**src/pkg/pmmsi_pkg.sv**
```systemverilog
// Package with offsets, field positions and reset values of the power management and message interrupt registers
package pmmsi_pkg;

  // Register byte offsets in configuration space
  localparam logic [7:0] PMMSI_OFF_PM_CAP     = 8'h80;
  localparam logic [7:0] PMMSI_OFF_PM_CTRL    = 8'h84;
  localparam logic [7:0] PMMSI_OFF_MSI_CTRL   = 8'h8c;
  localparam logic [7:0] PMMSI_OFF_MSI_ADDR   = 8'h90;
  localparam logic [7:0] PMMSI_OFF_MSI_DATA   = 8'h94;

  // Fixed identifiers and read-only constants
  localparam logic [7:0] PMMSI_PM_CAP_ID      = 8'h01;
  localparam logic [7:0] PMMSI_MSI_CAP_ID     = 8'h05;
  localparam logic [2:0] PMMSI_PM_REVISION    = 3'h3;
  localparam logic [7:0] PMMSI_PM_DATA_VALUE  = 8'h00;
  localparam logic [2:0] PMMSI_MSI_MMC        = 3'h0;

  // Preloadable defaults
  localparam logic [7:0] PMMSI_RST_PM_NEXT    = 8'h8c;
  localparam logic [7:0] PMMSI_RST_MSI_NEXT   = 8'he0;
  localparam logic       PMMSI_RST_DEV_INIT   = 1'b0;
  localparam logic [2:0] PMMSI_RST_AUX_CUR    = 3'h7;
  localparam logic       PMMSI_RST_D1_SUP     = 1'b1;
  localparam logic       PMMSI_RST_D2_SUP     = 1'b1;
  localparam logic [4:0] PMMSI_RST_WAKE_SUP   = 5'h1f;
  localparam logic       PMMSI_RST_SKIP_RST   = 1'b1;

  // Field positions in the power management capability word
  localparam int unsigned PMMSI_POS_NEXT      = 8;
  localparam int unsigned PMMSI_POS_REV       = 16;
  localparam int unsigned PMMSI_POS_WAKE_CLK  = 19;
  localparam int unsigned PMMSI_POS_DEV_INIT  = 21;
  localparam int unsigned PMMSI_POS_AUX_CUR   = 22;
  localparam int unsigned PMMSI_POS_D1_SUP    = 25;
  localparam int unsigned PMMSI_POS_D2_SUP    = 26;
  localparam int unsigned PMMSI_POS_WAKE_SUP  = 27;

  // Field positions in the power management control and status word
  localparam int unsigned PMMSI_POS_PSTATE    = 0;
  localparam int unsigned PMMSI_POS_SKIP_RST  = 3;
  localparam int unsigned PMMSI_POS_WAKE_EN   = 8;
  localparam int unsigned PMMSI_POS_DATA_SEL  = 9;
  localparam int unsigned PMMSI_POS_WAKE_STS  = 15;
  localparam int unsigned PMMSI_POS_B2B3      = 22;
  localparam int unsigned PMMSI_POS_BPCC      = 23;
  localparam int unsigned PMMSI_POS_PM_DATA   = 24;

  // Field positions in the message control word
  localparam int unsigned PMMSI_POS_MSI_EN    = 16;
  localparam int unsigned PMMSI_POS_MSI_MMC   = 17;
  localparam int unsigned PMMSI_POS_MSI_MME   = 20;
  localparam int unsigned PMMSI_POS_MSI_64    = 23;

  // Power states
  typedef enum logic [1:0] {
    PMMSI_D0     = 2'b00,
    PMMSI_D1     = 2'b01,
    PMMSI_D2     = 2'b10,
    PMMSI_D3_HOT = 2'b11
  } pmmsi_pstate_type;

  // Reset values of the writable fields
  localparam logic [3:0]  PMMSI_RST_DATA_SEL  = 4'h0;
  localparam logic [2:0]  PMMSI_RST_MSI_MME   = 3'h0;
  localparam logic [29:0] PMMSI_RST_MSI_ADDR  = 30'h0;
  localparam logic [15:0] PMMSI_RST_MSI_DATA  = 16'h0000;

endpackage

```
**src/hw/pmmsi_regs.sv**
```systemverilog
// Power management and message interrupt capability registers behind an APB slave
`timescale 1ns/1ps
`default_nettype none

// Summary of operation
// - Power management capability identifier reads 01h and ignores writes.
// - Power management next pointer is read-only, default 8Ch.
// - Power management revision field reads 011b.
// - Wake clock, B2/B3 and bus power/clock control bits always read zero.
// - Auxiliary current defaults to 111b; device-specific initialization defaults to 0.
// - D1 and D2 support bits default to 1.
// - Wake support field defaults to 11111b.
// - Two-bit writable power state, D0..D3hot as 00b..11b, resets to D0.
// - Writing D0 from D3hot pulses the D3 exit output; hot reset only per skip bit, never the fundamental reset pin.
// - Skip-internal-reset bit defaults to 1; when clear, D3hot to D0 resets internally.
// - Wake requests only while the writable wake enable is set; enable resets to 0.
// - Wake status is write-one-to-clear for functions 0 and 1, reads 0 for 2.
// - Message interrupt capability identifier reads 05h.
// - Message interrupt next pointer is read-only, default E0h.
// - Enable and multiple-message enable writable, reset 0; capable fields read 0.
// - Read-only defaults can be preloaded by management bus or EEPROM loader.
module pmmsi_regs
  import pmmsi_pkg::*;
#(
  parameter int unsigned FUNCTION_INDEX = 0
) (
  input  wire logic        clk_i,
  input  wire logic        rst_n_i,
  input  wire logic        psel_i,
  input  wire logic        penable_i,
  input  wire logic        pwrite_i,
  input  wire logic [7:0]  paddr_i,
  input  wire logic [31:0] pwdata_i,
  input  wire logic [3:0]  pstrb_i,
  output logic      [31:0] prdata_o,
  output logic             pready_o,
  output logic             pslverr_o,
  input  wire logic        preload_valid_i,
  input  wire logic [7:0]  preload_pm_next_i,
  input  wire logic        preload_dev_init_i,
  input  wire logic [2:0]  preload_aux_current_i,
  input  wire logic        preload_d1_support_i,
  input  wire logic        preload_d2_support_i,
  input  wire logic [4:0]  preload_wake_support_i,
  input  wire logic        preload_skip_reset_i,
  input  wire logic [7:0]  preload_msi_next_i,
  input  wire logic        wake_event_i,
  output logic      [1:0]  power_state_o,
  output logic             wake_request_o,
  output logic             d3_exit_o,
  output logic             hot_reset_o
);

  // Only functions 0 and 1 carry a wake status bit
  localparam logic HAS_WAKE_STS = (FUNCTION_INDEX < 2);

  logic [7:0]       pm_next_q;
  logic             dev_init_q;
  logic [2:0]       aux_current_q;
  logic             d1_support_q;
  logic             d2_support_q;
  logic [4:0]       wake_support_q;
  logic             skip_reset_q;
  logic [7:0]       msi_next_q;

  pmmsi_pstate_type pstate_q;
  logic             wake_en_q;
  logic [3:0]       data_sel_q;
  logic             wake_sts_q;
  logic             msi_en_q;
  logic [2:0]       msi_mme_q;
  logic [29:0]      msi_addr_q;
  logic [15:0]      msi_data_q;

  logic [31:0]      prdata_q;
  logic             err_q;
  logic             d3_exit_q;
  logic             hot_reset_q;

  logic             setup;
  logic             access;
  logic             wr_en;
  logic             rd_hit;
  logic [31:0]      rd_word;
  logic             wr_pm_ctrl;
  logic             wr_msi_ctrl;
  logic             wr_msi_addr;
  logic             wr_msi_data;

  assign setup  = psel_i & ~penable_i;
  assign access = psel_i & penable_i;
  // Zero wait states: every access phase completes at its first edge
  assign pready_o  = access;
  assign pslverr_o = access & err_q;
  assign prdata_o  = prdata_q;
  assign wr_en     = access & pwrite_i & ~err_q;

  assign wr_pm_ctrl  = wr_en & (paddr_i == PMMSI_OFF_PM_CTRL);
  assign wr_msi_ctrl = wr_en & (paddr_i == PMMSI_OFF_MSI_CTRL);
  assign wr_msi_addr = wr_en & (paddr_i == PMMSI_OFF_MSI_ADDR);
  assign wr_msi_data = wr_en & (paddr_i == PMMSI_OFF_MSI_DATA);

  // Read word assembly; unlisted bits stay zero
  always_comb begin
    rd_word = 32'h0000_0000;
    rd_hit  = 1'b1;
    unique case (paddr_i)
      PMMSI_OFF_PM_CAP: begin
        rd_word[7:0]                                = PMMSI_PM_CAP_ID;
        rd_word[PMMSI_POS_NEXT +: 8]                = pm_next_q;
        rd_word[PMMSI_POS_REV +: 3]                 = PMMSI_PM_REVISION;
        rd_word[PMMSI_POS_WAKE_CLK]                 = 1'b0;
        rd_word[PMMSI_POS_DEV_INIT]                 = dev_init_q;
        rd_word[PMMSI_POS_AUX_CUR +: 3]             = aux_current_q;
        rd_word[PMMSI_POS_D1_SUP]                   = d1_support_q;
        rd_word[PMMSI_POS_D2_SUP]                   = d2_support_q;
        rd_word[PMMSI_POS_WAKE_SUP +: 5]            = wake_support_q;
      end
      PMMSI_OFF_PM_CTRL: begin
        rd_word[PMMSI_POS_PSTATE +: 2]              = pstate_q;
        rd_word[PMMSI_POS_SKIP_RST]                 = skip_reset_q;
        rd_word[PMMSI_POS_WAKE_EN]                  = wake_en_q;
        rd_word[PMMSI_POS_DATA_SEL +: 4]            = data_sel_q;
        rd_word[PMMSI_POS_WAKE_STS]                 = wake_sts_q;
        rd_word[PMMSI_POS_B2B3]                     = 1'b0;
        rd_word[PMMSI_POS_BPCC]                     = 1'b0;
        rd_word[PMMSI_POS_PM_DATA +: 8]             = PMMSI_PM_DATA_VALUE;
      end
      PMMSI_OFF_MSI_CTRL: begin
        rd_word[7:0]                                = PMMSI_MSI_CAP_ID;
        rd_word[PMMSI_POS_NEXT +: 8]                = msi_next_q;
        rd_word[PMMSI_POS_MSI_EN]                   = msi_en_q;
        rd_word[PMMSI_POS_MSI_MMC +: 3]             = PMMSI_MSI_MMC;
        rd_word[PMMSI_POS_MSI_MME +: 3]             = msi_mme_q;
        rd_word[PMMSI_POS_MSI_64]                   = 1'b0;
      end
      PMMSI_OFF_MSI_ADDR: begin
        rd_word = {msi_addr_q, 2'b00};
      end
      PMMSI_OFF_MSI_DATA: begin
        rd_word[15:0] = msi_data_q;
      end
      default: begin
        rd_hit = 1'b0;
      end
    endcase
  end

  // Read data and error flag are captured in the setup phase so they come from flops
  always_ff @(posedge clk_i) begin
    if (!rst_n_i) begin
      prdata_q <= 32'h0000_0000;
      err_q    <= 1'b0;
    end else if (setup) begin
      prdata_q <= pwrite_i ? 32'h0000_0000 : rd_word;
      err_q    <= ~rd_hit;
    end
  end

  // Preloaded defaults; software writes never reach these
  always_ff @(posedge clk_i) begin
    if (!rst_n_i) begin
      pm_next_q      <= PMMSI_RST_PM_NEXT;
      dev_init_q     <= PMMSI_RST_DEV_INIT;
      aux_current_q  <= PMMSI_RST_AUX_CUR;
      d1_support_q   <= PMMSI_RST_D1_SUP;
      d2_support_q   <= PMMSI_RST_D2_SUP;
      wake_support_q <= PMMSI_RST_WAKE_SUP;
      skip_reset_q   <= PMMSI_RST_SKIP_RST;
      msi_next_q     <= PMMSI_RST_MSI_NEXT;
    end else if (preload_valid_i) begin
      pm_next_q      <= preload_pm_next_i;
      dev_init_q     <= preload_dev_init_i;
      aux_current_q  <= preload_aux_current_i;
      d1_support_q   <= preload_d1_support_i;
      d2_support_q   <= preload_d2_support_i;
      wake_support_q <= preload_wake_support_i;
      skip_reset_q   <= preload_skip_reset_i;
      msi_next_q     <= preload_msi_next_i;
    end
  end

  // Power state and the D3 exit detection
  always_ff @(posedge clk_i) begin
    if (!rst_n_i) begin
      pstate_q    <= PMMSI_D0;
      d3_exit_q   <= 1'b0;
      hot_reset_q <= 1'b0;
    end else begin
      d3_exit_q   <= 1'b0;
      hot_reset_q <= 1'b0;
      if (wr_pm_ctrl && pstrb_i[0]) begin
        pstate_q <= pmmsi_pstate_type'(pwdata_i[PMMSI_POS_PSTATE +: 2]);
        if ((pstate_q == PMMSI_D3_HOT) && (pwdata_i[PMMSI_POS_PSTATE +: 2] == PMMSI_D0)) begin
          d3_exit_q   <= 1'b1;
          // The fundamental reset pin is not driven from here at all
          hot_reset_q <= ~skip_reset_q;
        end
      end
    end
  end

  // Wake enable and data select
  always_ff @(posedge clk_i) begin
    if (!rst_n_i) begin
      wake_en_q  <= 1'b0;
      data_sel_q <= PMMSI_RST_DATA_SEL;
    end else if (wr_pm_ctrl && pstrb_i[1]) begin
      wake_en_q  <= pwdata_i[PMMSI_POS_WAKE_EN];
      data_sel_q <= pwdata_i[PMMSI_POS_DATA_SEL +: 4];
    end
  end

  // Wake status: a new event in the clearing cycle keeps the bit set
  always_ff @(posedge clk_i) begin
    if (!rst_n_i) begin
      wake_sts_q <= 1'b0;
    end else if (!HAS_WAKE_STS) begin
      wake_sts_q <= 1'b0;
    end else if (wake_event_i) begin
      wake_sts_q <= 1'b1;
    end else if (wr_pm_ctrl && pstrb_i[1] && pwdata_i[PMMSI_POS_WAKE_STS]) begin
      wake_sts_q <= 1'b0;
    end
  end

  // Message control fields have no effect: the message interrupt function is absent
  always_ff @(posedge clk_i) begin
    if (!rst_n_i) begin
      msi_en_q  <= 1'b0;
      msi_mme_q <= PMMSI_RST_MSI_MME;
    end else if (wr_msi_ctrl && pstrb_i[2]) begin
      msi_en_q  <= pwdata_i[PMMSI_POS_MSI_EN];
      msi_mme_q <= pwdata_i[PMMSI_POS_MSI_MME +: 3];
    end
  end

  // Message address, byte-lane writes; the two low bits are not stored
  always_ff @(posedge clk_i) begin
    if (!rst_n_i) begin
      msi_addr_q[5:0] <= PMMSI_RST_MSI_ADDR[5:0];
    end else if (wr_msi_addr && pstrb_i[0]) begin
      msi_addr_q[5:0] <= pwdata_i[7:2];
    end
  end

  genvar lane;
  generate
    for (lane = 1; lane < 4; lane++) begin : g_addr_lane
      always_ff @(posedge clk_i) begin
        if (!rst_n_i) begin
          msi_addr_q[lane*8-2 +: 8] <= PMMSI_RST_MSI_ADDR[lane*8-2 +: 8];
        end else if (wr_msi_addr && pstrb_i[lane]) begin
          msi_addr_q[lane*8-2 +: 8] <= pwdata_i[lane*8 +: 8];
        end
      end
    end
    for (lane = 0; lane < 2; lane++) begin : g_data_lane
      always_ff @(posedge clk_i) begin
        if (!rst_n_i) begin
          msi_data_q[lane*8 +: 8] <= PMMSI_RST_MSI_DATA[lane*8 +: 8];
        end else if (wr_msi_data && pstrb_i[lane]) begin
          msi_data_q[lane*8 +: 8] <= pwdata_i[lane*8 +: 8];
        end
      end
    end
  endgenerate

  assign power_state_o  = pstate_q;
  // Wake request needs both a pending event and permission
  assign wake_request_o = wake_en_q & wake_sts_q;
  assign d3_exit_o      = d3_exit_q;
  assign hot_reset_o    = hot_reset_q;

endmodule // pmmsi_regs

`default_nettype wire

```
**config.mk**
```make
export PLATFORM = sky130hd
export DESIGN_NAME = pmmsi_regs
export DESIGN_NICKNAME = d
export VERILOG_FILES = /design/src/pkg/pmmsi_pkg.sv /design/src/hw/pmmsi_regs.sv
export SDC_FILE = /design/constraint.sdc
export NUM_CORES = 1
export LEC_CHECK = 0
export ABC_AREA = 0
export ABC_CLOCK_PERIOD_IN_PS = 1750
export BUFFER_PORTS_ARGS = -buffer_cell sky130_fd_sc_hd__buf_2
export CAP_MARGIN = 40
export CORE_AREA = 8 8 113 115
export CTS_CLUSTER_DIAMETER = 50
export DETAILED_ROUTE_END_ITERATION = 12
export DIE_AREA = 0 0 121 123
export GPL_TIMING_DRIVEN = 0
export PLACE_DENSITY = 0.76
export SLEW_MARGIN = 20
export SYNTH_ARGS = -nofsm -noshare
export SYNTH_HDL_FRONTEND = slang
export SYNTH_SLANG_ARGS = --single-unit
```
**constraint.sdc**
```tcl
create_clock -name clk_i -period 1.75 [get_ports clk_i]
set_clock_uncertainty 0.15 [all_clocks]
set_input_delay 0.35 -clock clk_i [delete_from_list [all_inputs] [get_ports clk_i]]
set_output_delay 0.35 -clock clk_i [all_outputs]
set_load 0.05 [all_outputs]
```
=== Word-level counts from Yosys, hierarchy flattened ===
Index checks and enable logic that the tools add are counted.

* $add $sub $neg: 0
* Multiply operators: 0
* Divide/modulo/power cells: 0
* Order comparisons: 0
* Equal/unequal tests: 6
* Shift-type cells: 0
* Multiplexer cells: 17
* Bitwise operators: 14
* Reduce and logical (&&, ||, !) cells: 17

{| class="wikitable"
|+ Operator list
! cell !! number
|-
| $eq A8 B8 Y1 const B || 5
|-
| $mux W32 || 1
|-
| $pmux W5 S5 || 1
|-
| $pmux W8 S2 || 1
|-
| $pmux W2 S3 || 2
|-
| $pmux W4 S3 || 1
|-
| $logic_and A1 B1 Y1 || 11
|-
| $and A1 B1 Y1 || 10
|-
| $pmux W1 S3 || 3
|-
| $pmux W2 S4 || 1
|-
| $pmux W4 S2 || 1
|-
| $pmux W1 S5 || 1
|-
| $reduce_or A5 Y1 || 1
|-
| $mux W1 || 4
|-
| $not A1 Y1 || 4
|-
| $reduce_and A3 Y1 || 1
|-
| $eq A2 B2 Y1 const B || 1
|-
| $logic_not A2 Y1 || 1
|-
| $pmux W1 S2 || 1
|-
| $reduce_and A2 Y1 || 1
|-
| $reduce_bool A2 Y1 || 1
|-
| $reduce_or A2 Y1 || 1
|}

* Register bits: 121
* Latch bits: 0
* Memory bits (writable): 0
* ROM bits: 0
* Bits of input ports: 79
* Output and inout port bits: 39
* Logic and storage cells: 78
* Memories kept: 0

=== Longest topological paths before layout ===
Gate-level depths: netlist of the first run.

* Word-level depth: 8
* Depth in mapped cells: 7
* Gate-level depth less buffers: 4

=== Worst setup path after synthesis of the first run ===
Ideal clock, no wire load.

* Kind: input port to flip-flop
* Start: input paddr_i[3]
* End: register wake_sts_q
* Library setup time: 0.119 ns
* Arrival time: 1.510 ns
* Required time: 1.481 ns
* Slack: -0.029 ns
* Stages: 6
* Buffers on the path: 2
* Path through: buf_6 -> nor4b_4 -> buf_4 -> nand4_2 -> nor3b_1 -> nor2_1

* Longest elaborated chain between the ends: 5

{| class="wikitable"
|+ Ends and longest elaborated chain
! what !! RTL line !! RTL
|-
| from (decl) || pmmsi_regs.sv:32 || <nowiki>input wire logic [7:0] paddr_i,</nowiki>
|-
| $eq A8 B8 Y1 || pmmsi_regs.sv:98 || <nowiki>assign wr_pm_ctrl = wr_en & (paddr_i == PMMSI_OFF_PM_CTRL);</nowiki>
|-
| $and A1 B1 Y1 || pmmsi_regs.sv:98 ||
|-
| $logic_and A1 B1 Y1 (2 in a row) || pmmsi_regs.sv:222 || <nowiki>end else if (wr_pm_ctrl && pstrb_i[1] && pwdata_i[PMMSI_POS_WAKE_STS]) begin</nowiki>
|-
| $reduce_bool A2 Y1 (no line) || -- ||
|-
| to (signal assigned) || pmmsi_regs.sv:219 || <nowiki>wake_sts_q <= 1'b0;</nowiki>
|-
| to (signal assigned) || pmmsi_regs.sv:221 || <nowiki>wake_sts_q <= 1'b1;</nowiki>
|-
| to (signal assigned) || pmmsi_regs.sv:223 || <nowiki>wake_sts_q <= 1'b0;</nowiki>
|-
| to (decl) || pmmsi_regs.sv:69 || <nowiki>logic wake_sts_q;</nowiki>
|}

No other way between the ends.
A chain may end at the register's enable or synchronous reset.

=== Worst setup path in the final report of the first run ===
* Start: input paddr_i[2]
* End: register prdata_q[15], in the netlist prdata_o[15]

* Longest elaborated chain between the ends: 3
* Elaborated cells between the ends (all ways): 7
* Those cells by class: eq/ne: 5; mux: 2

{| class="wikitable"
|+ Ends and longest elaborated chain
! what !! RTL line !! RTL
|-
| $eq A8 B8 Y1 || pmmsi_regs.sv:107 || <nowiki>unique case (paddr_i)</nowiki>
|-
| $pmux W1 S5 (*) || pmmsi_regs.sv:107 ||
|-
| $mux W32 (*) || pmmsi_regs.sv:155 || <nowiki>prdata_q <= pwrite_i ? 32'h0000_0000 : rd_word;</nowiki>
|-
| to (signal assigned) || pmmsi_regs.sv:155 ||
|-
| to (decl) || pmmsi_regs.sv:75 || <nowiki>logic [31:0] prdata_q;</nowiki>
|}

Mark *: on every way between the ends. The rest lies on a longest branch, timed or not.

==> flow_summary.json, run 1 <==
{
  "status": "complete, no violations",
  "grt_pass1_wl_um": 26200,
  "initial_core_util": 0.462,
  "irDropWorstVdd_uv": 942,
  "core.rowCount": 39,
  "min_path_type": "input pin to flop",
  "drive_above_1_share": 0.295,
  "drv_slew": 0,
  "syn_avg_cell_area_um2": 9.45,
  "cts.clk_slew.worst_paths_ns": 0.06,
  "rr_startpoint": "err_q",
  "drt_wl_total_um": 17100,
  "firstDrtPassIters": 5,
  "r2r_cells": 6,
  "clk_latency_ns": 0.41,
  "wl_per_cell_um": 20.2,
  "synth.largest_area_cell": "dfxtp_1",
  "place.gp.congestion": 0.943,
  "fmax_mhz": 579,
  "grt_remaining_overflow": 0,
  "critPathMaxFanout": 10,
  "grt_max_degree": 17,
  "r2r_setup_slack_ns": 0.10,
  "synthArstFlopShare": 0,
  "numCtsBuffers": 17,
  "core_um2": 11100,
  "die_h_um": 123,
  "fillers": 924,
  "yosysWarnings": 0,
  "synthesis.nets": 620,
  "antenna_found_initial": 4,
  "seq_area_um2": 2420,
  "cp-end-kind": "flop",
  "synth-seq-cells": 121,
  "dp.final_hpwl_um": 12200,
  "min_from": "preload_pm_next_i[2]",
  "grt_util_all_layers": 0.227,
  "port_buffers": 115,
  "clockRootBuffer": "clkbuf_16",
  "worst_hold_path.num_cells": 3,
  "synth_top_family_by_area": "simple AND/OR/NAND/NOR gates",
  "yosys.area_share.simple": 0.206,
  "layout_setup_ws_ns": 0.0221,
  "synth-main-ff-cell": "dfxtp_1",
  "clockBufferDepth": 2,
  "period_needed_ns": 1.73,
  "mostFrequentLayoutCells": "buf_2, dfxtp_1, mux2i_1",
  "ys_seq_area_frac": 0.474,
  "min_to": "pm_next_q[2]",
  "cap_violations": 0,
  "synth_compound_area_frac": 0.120,
  "hold-worst-slack_ns": 0.00926,
  "syn_area_um2": 5110,
  "p_leak_nw": 3.09,
  "multi_input_area_um2": 2540,
  "synth-edff-count": 0,
  "cts.sinks": 121,
  "crit_required_ns": 1.93,
  "arrival_ns": 1.91,
  "post-place-ws_ns": -0.587,
  "ctsHtreeMaxLevel": 4,
  "num_vias": 4730,
  "io_pins": 118,
  "die_w_um": 121,
  "synthXorXnorAreaFrac": 0,
  "max_slew_margin": 0.485,
  "vias_per_cell": 5.61,
  "rsz0062_at_grt": "true",
  "p_per_area_nw_per_um2": 1020,
  "syn_inst": 541,
  "path_class": "input pin to flop",
  "area_growth_pct": 29.3,
  "tightest_slew_ns": 0.767,
  "dieArea_um2": 14900,
  "synth_mux_area_frac": 0.163,
  "setup_violations": 0,
  "drc": 0,
  "min_period_over_period": 0.987,
  "yosys.cell_types.count": 47,
  "finalHoldViolCount": 0,
  "yosysTopAreaCellShare": 0.474,
  "grt_pass1_vias": 4869,
  "cts_tree": "built",
  "worstSetupStartpointType": "input pin",
  "final_common_cell": "buf_2",
  "nets": 764,
  "ant_nets": 0,
  "r2r_end": "msi_addr_q[19]",
  "synthTopCellsByArea": "dfxtp_1, mux2i_1, nor2_1",
  "drtIter0Drc": 323,
  "synth_fa_ha_area_frac": 0
}
-- registers in the layout (all words and copies together) (netlist names), 4 cells and up --
| signal | cells |
|---|---|
| msi_data_q | 16 |
| msi_next_q | 8 |
| prdata_o | 32 |
| data_sel_q | 4 |
| wake_support_q | 5 |
| msi_addr_q | 30 |
| pm_next_q | 8 |
-- critical path, cell delays in order --
cell and delay, ns:
buf_2 0.13, buf_2 0.19, nor2_1 0.58, a22oi_1 0.23
o221ai_1 0.20, nor3b_1 0.21
-- how the worst max path moves through the flow --
| stage | to | slack, ns | from | depth (start not counted) |
|---|---|---|---|---|
| 2_1_floorplan | msi_en_q | -0.01 | paddr_i[5] | 4 |
| 3_3_place_gp | prdata_o[7] | -0.61 | pwrite_i | 5 |
| 3_5_place_dp | msi_mme_q[0] | -0.59 | paddr_i[5] | 5 |
| 4_1_cts | skip_reset_q | 0.01 | rst_n_i | 5 |
| 5_1_grt | prdata_o[22] | -0.02 | paddr_i[5] | 6 |
| 6_report | prdata_o[15] | 0.02 | paddr_i[2] | 6 |
-- layout make-up --
type                       instances  area share
clock inverter                    12      0.0187
clock buffer                      20      0.0706
timing repair buffer             126      0.0999
multi-input combinational        377       0.385
tap                              143      0.0270
sequential                       121       0.366
buffer                            38      0.0295
inverter                           4     0.00284
antenna                            2    0.000757
-- where the power goes --
part           leakage, nW  total [mW]  switching [mW]  internal [mW]
Clock                0.284        3.46            1.26           2.20
Combinational         1.83       0.497           0.306          0.191
Sequential           0.981        2.82          0.0260           2.80
Total                 3.09        6.78            1.59           5.19
-- repair_timing --
item	CTS	global route
endpoints found under the hold margin	2	0
resized for setup	5	21
setup endpoints to repair	50	41
setup buffers	3	5
pin swaps	3	2
hold buffers	2	0
-- kinds of logic after synthesis --
| group | Yosys count |
|---|---|
| muxes | 81 |
| AOI/OAI and AO/OA | 92 |
| and+or+nand+nor | 204 |
| buffers and inverters | 43 |
| DFF | 121 |
-- stage by stage --
| step | std cells | setup TNS (ns) | utilization | cell area [um2] | power [mW] |
|---|---|---|---|---|---|
| after global placement | 799 | -35.65 | 0.531 | 5880 | 3.33 |
| after global routing | 842 | -0.0232 | 0.597 | 6610 | 6.98 |
| after CTS | 836 | 0 | 0.591 | 6540 | 6.77 |
| final | 843 | 0 | 0.597 | 6620 | 6.78 |
| after floorplan | 541 | -0.0408 | - | 5120 | 3.12 |
| after detailed placement | 800 | -33.72 | 0.531 | 5880 | 3.35 |
-- synthesized netlist by cell type (all sizes together) (8+ instances only) --
| master | n |
|---|---|
| mux2i | 63 |
| mux2 | 18 |
| buf | 20 |
| nand2 | 61 |
| nand3 | 30 |
| nor2 | 62 |
| a32oi | 8 |
| dfxtp | 121 |
| clkbuf | 19 |
| nand4 | 13 |
| o21ai | 37 |
| and3 | 8 |
| a22oi | 13 |
-- per-layer routing --
layer | global-route usage | vias up | part of all wire
met5 | 0 | - | 0.00047
met4 | 0.0984 | 2 | 0.028
met3 | 0.0658 | 34 | 0.081
met2 | 0.374 | 225 | 0.47
met1 | 0.273 | 2247 | 0.42
li1 | - | 2222 | -
(Power assumes the default switching activity.)
==> run 2, diff against run 1 <==
--- a/config.mk
+++ b/config.mk
@@ -13,7 +13,7 @@
 export CTS_CLUSTER_DIAMETER = 50
 export DETAILED_ROUTE_END_ITERATION = 12
 export DIE_AREA = 0 0 121 123
-export GPL_TIMING_DRIVEN = 0
+export GPL_TIMING_DRIVEN = 1
 export PLACE_DENSITY = 0.76
 export SLEW_MARGIN = 20
 export SYNTH_ARGS = -nofsm -noshare
==> run 2 against run 1 <==
Net effect:
- register-to-register slack gained 0.08 ns
- final cell count up 2.5%
- non-clock buffer count up 24
- worst setup slack better by 0.063 ns
- critical endpoint is now wake_request_o
- flip-flop and latch count stayed put
- design area rose by 5.1%
- via count increased by 0.61%
==> flow_summary.json, run 2 (same netlist as run 1, synthesis figures left out) <==
{
  "wl_per_cell_um": 17.9,
  "min_period_over_period": 0.951,
  "cts.sinks": 121,
  "dieArea_um2": 14900,
  "r2r_end": "msi_mme_q[2]",
  "mostFrequentLayoutCells": "dfxtp_1, buf_2, mux2i_1",
  "numCtsBuffers": 17,
  "core.rowCount": 39,
  "antenna_found_initial": 4,
  "ctsHtreeMaxLevel": 4,
  "status": "complete, no violations",
  "ant_nets": 0,
  "port_buffers": 117,
  "cp_cell_sequence": "and2_1 -> buf_4",
  "path_class": "flop to output port",
  "arrival_ns": 1.16,
  "fin_area_um2": 6950,
  "vias_per_cell": 5.51,
  "cap_violations": 0,
  "post-place-ws_ns": -0.174,
  "grt_pass1_wl_um": 25000,
  "fmax_mhz": 601,
  "rr_startpoint": "err_q",
  "setup_violations": 0,
  "drtIter0Drc": 321,
  "place.gp.congestion": 0.851,
  "die_h_um": 123,
  "grt_max_degree": 43,
  "critPathMaxFanout": 3,
  "grt_remaining_overflow": 0,
  "finalHoldViolCount": 0,
  "initial_core_util": 0.462,
  "dp.cells": 819,
  "nets": 788,
  "startpoint": "wake_en_q",
  "crit_required_ns": 1.25,
  "grt_util_all_layers": 0.214,
  "dp.final_hpwl_um": 11300,
  "cts_tree": "built",
  "antenna_cells": 0,
  "firstDrtPassIters": 5,
  "cts.clk_slew.worst_paths_ns": 0.05,
  "cp-end-kind": "output port",
  "worst_hold_path.num_cells": 3,
  "num_vias": 4759,
  "crit_slowest_cell": "dfxtp_1",
  "min_from": "preload_msi_next_i[1]",
  "drv_slew": 0,
  "hold-worst-slack_ns": 0.0132,
  "clk_latency_ns": 0.42,
  "io_pins": 118,
  "area_growth_pct": 35.9,
  "grt_pass1_vias": 4977,
  "largest_reg_flops": 32,
  "clockBufferDepth": 2,
  "postPlaceCellArea_um2": 6220,
  "final_common_cell": "dfxtp_1",
  "irDropWorstVdd_uv": 746,
  "min_to": "msi_next_q[1]",
  "p_leak_nw": 3.35,
  "period_needed_ns": 1.66,
  "max_slew_margin": 0.603,
  "max_stage_delay_ns": 0.36,
  "fin_cells": 864,
  "drive_above_1_share": 0.325,
  "core_um2": 11100,
  "tightest_slew_ns": 0.590,
  "r2r_cells": 6,
  "p_total_mw": 6.83,
  "drc": 0,
  "die_w_um": 121,
  "worstSetupStartpointType": "flop",
  "layout_setup_ws_ns": 0.0854,
  "post-route-util": 0.628,
  "rsz0062_at_grt": "false",
  "setup-tns-final_ns": 0,
  "p_per_area_nw_per_um2": 983,
  "drt_wl_total_um": 15500,
  "min_path_type": "input pin to flop",
  "r2r_setup_slack_ns": 0.18,
  "clockRootBuffer": "clkbuf_16"
}
run 2: changes by cell type in the layout (fill, tap and decap cells not counted), moves of 6 or more:
cell,before,now
dlygate4sd3_1,2,14
buf_4,13,52
buf_12,0,6
buf_1,6,0
buf_2,124,116
clkbuf_1,12,1
run 2: routing by layer:
| metal | global-route usage | vias up | wire length (um) |
|---|---|---|---|
| met4 | 0.0929 | 8 | 362 |
| met2 | 0.348 | 180 | 7180 |
| met1 | 0.250 | 2259 | 6520 |
| met5 | 0 | - | 50 |
| li1 | - | 2275 | - |
| met3 | 0.0804 | 37 | 1340 |
run 2: worst max path at each step:
stage          slack (ns)             end  cells after the start
3_5_place_dp        -0.17    prdata_o[22]                      5
4_1_cts              0.06  wake_request_o                      2
5_1_grt              0.03  wake_request_o                      2
2_1_floorplan       -0.01        msi_en_q                      4
6_report             0.09  wake_request_o                      2
3_3_place_gp        -0.14  msi_addr_q[27]                      8
run 2: area by class of cell:
type	count	area [um2]
Timing Repair Buffer	188	1230
Tap cell	143	179
Multi-Input combinational cell	377	2510
Inverter	4	15.0
Fill cell	904	4120
Clock inverter	8	92.6
Clock buffer	23	498
Sequential cell	121	2420
run 2: what timing repair did:
action / in CTS / in global routing
resized for setup: 1 / 0
setup buffers: 0 / 0
endpoints found under the setup margin: 1 / 0
endpoints found under the hold margin: 14 / 0
hold buffers: 14 / 0
run 2: power breakdown:
group	internal, mW	leakage [nW]	switching, mW	total [mW]
Combinational	0.247	2.07	0.282	0.529
Clock	2.26	0.295	1.22	3.48
Sequential	2.80	0.981	0.0251	2.83
Total	5.31	3.35	1.53	6.83
run 2: worst max-delay path, delay by kind of cell, from the launching register on:
family        cells  cell delay [ns]
buf+inv           1             0.21
flops             1             0.36
simple gates      1             0.18
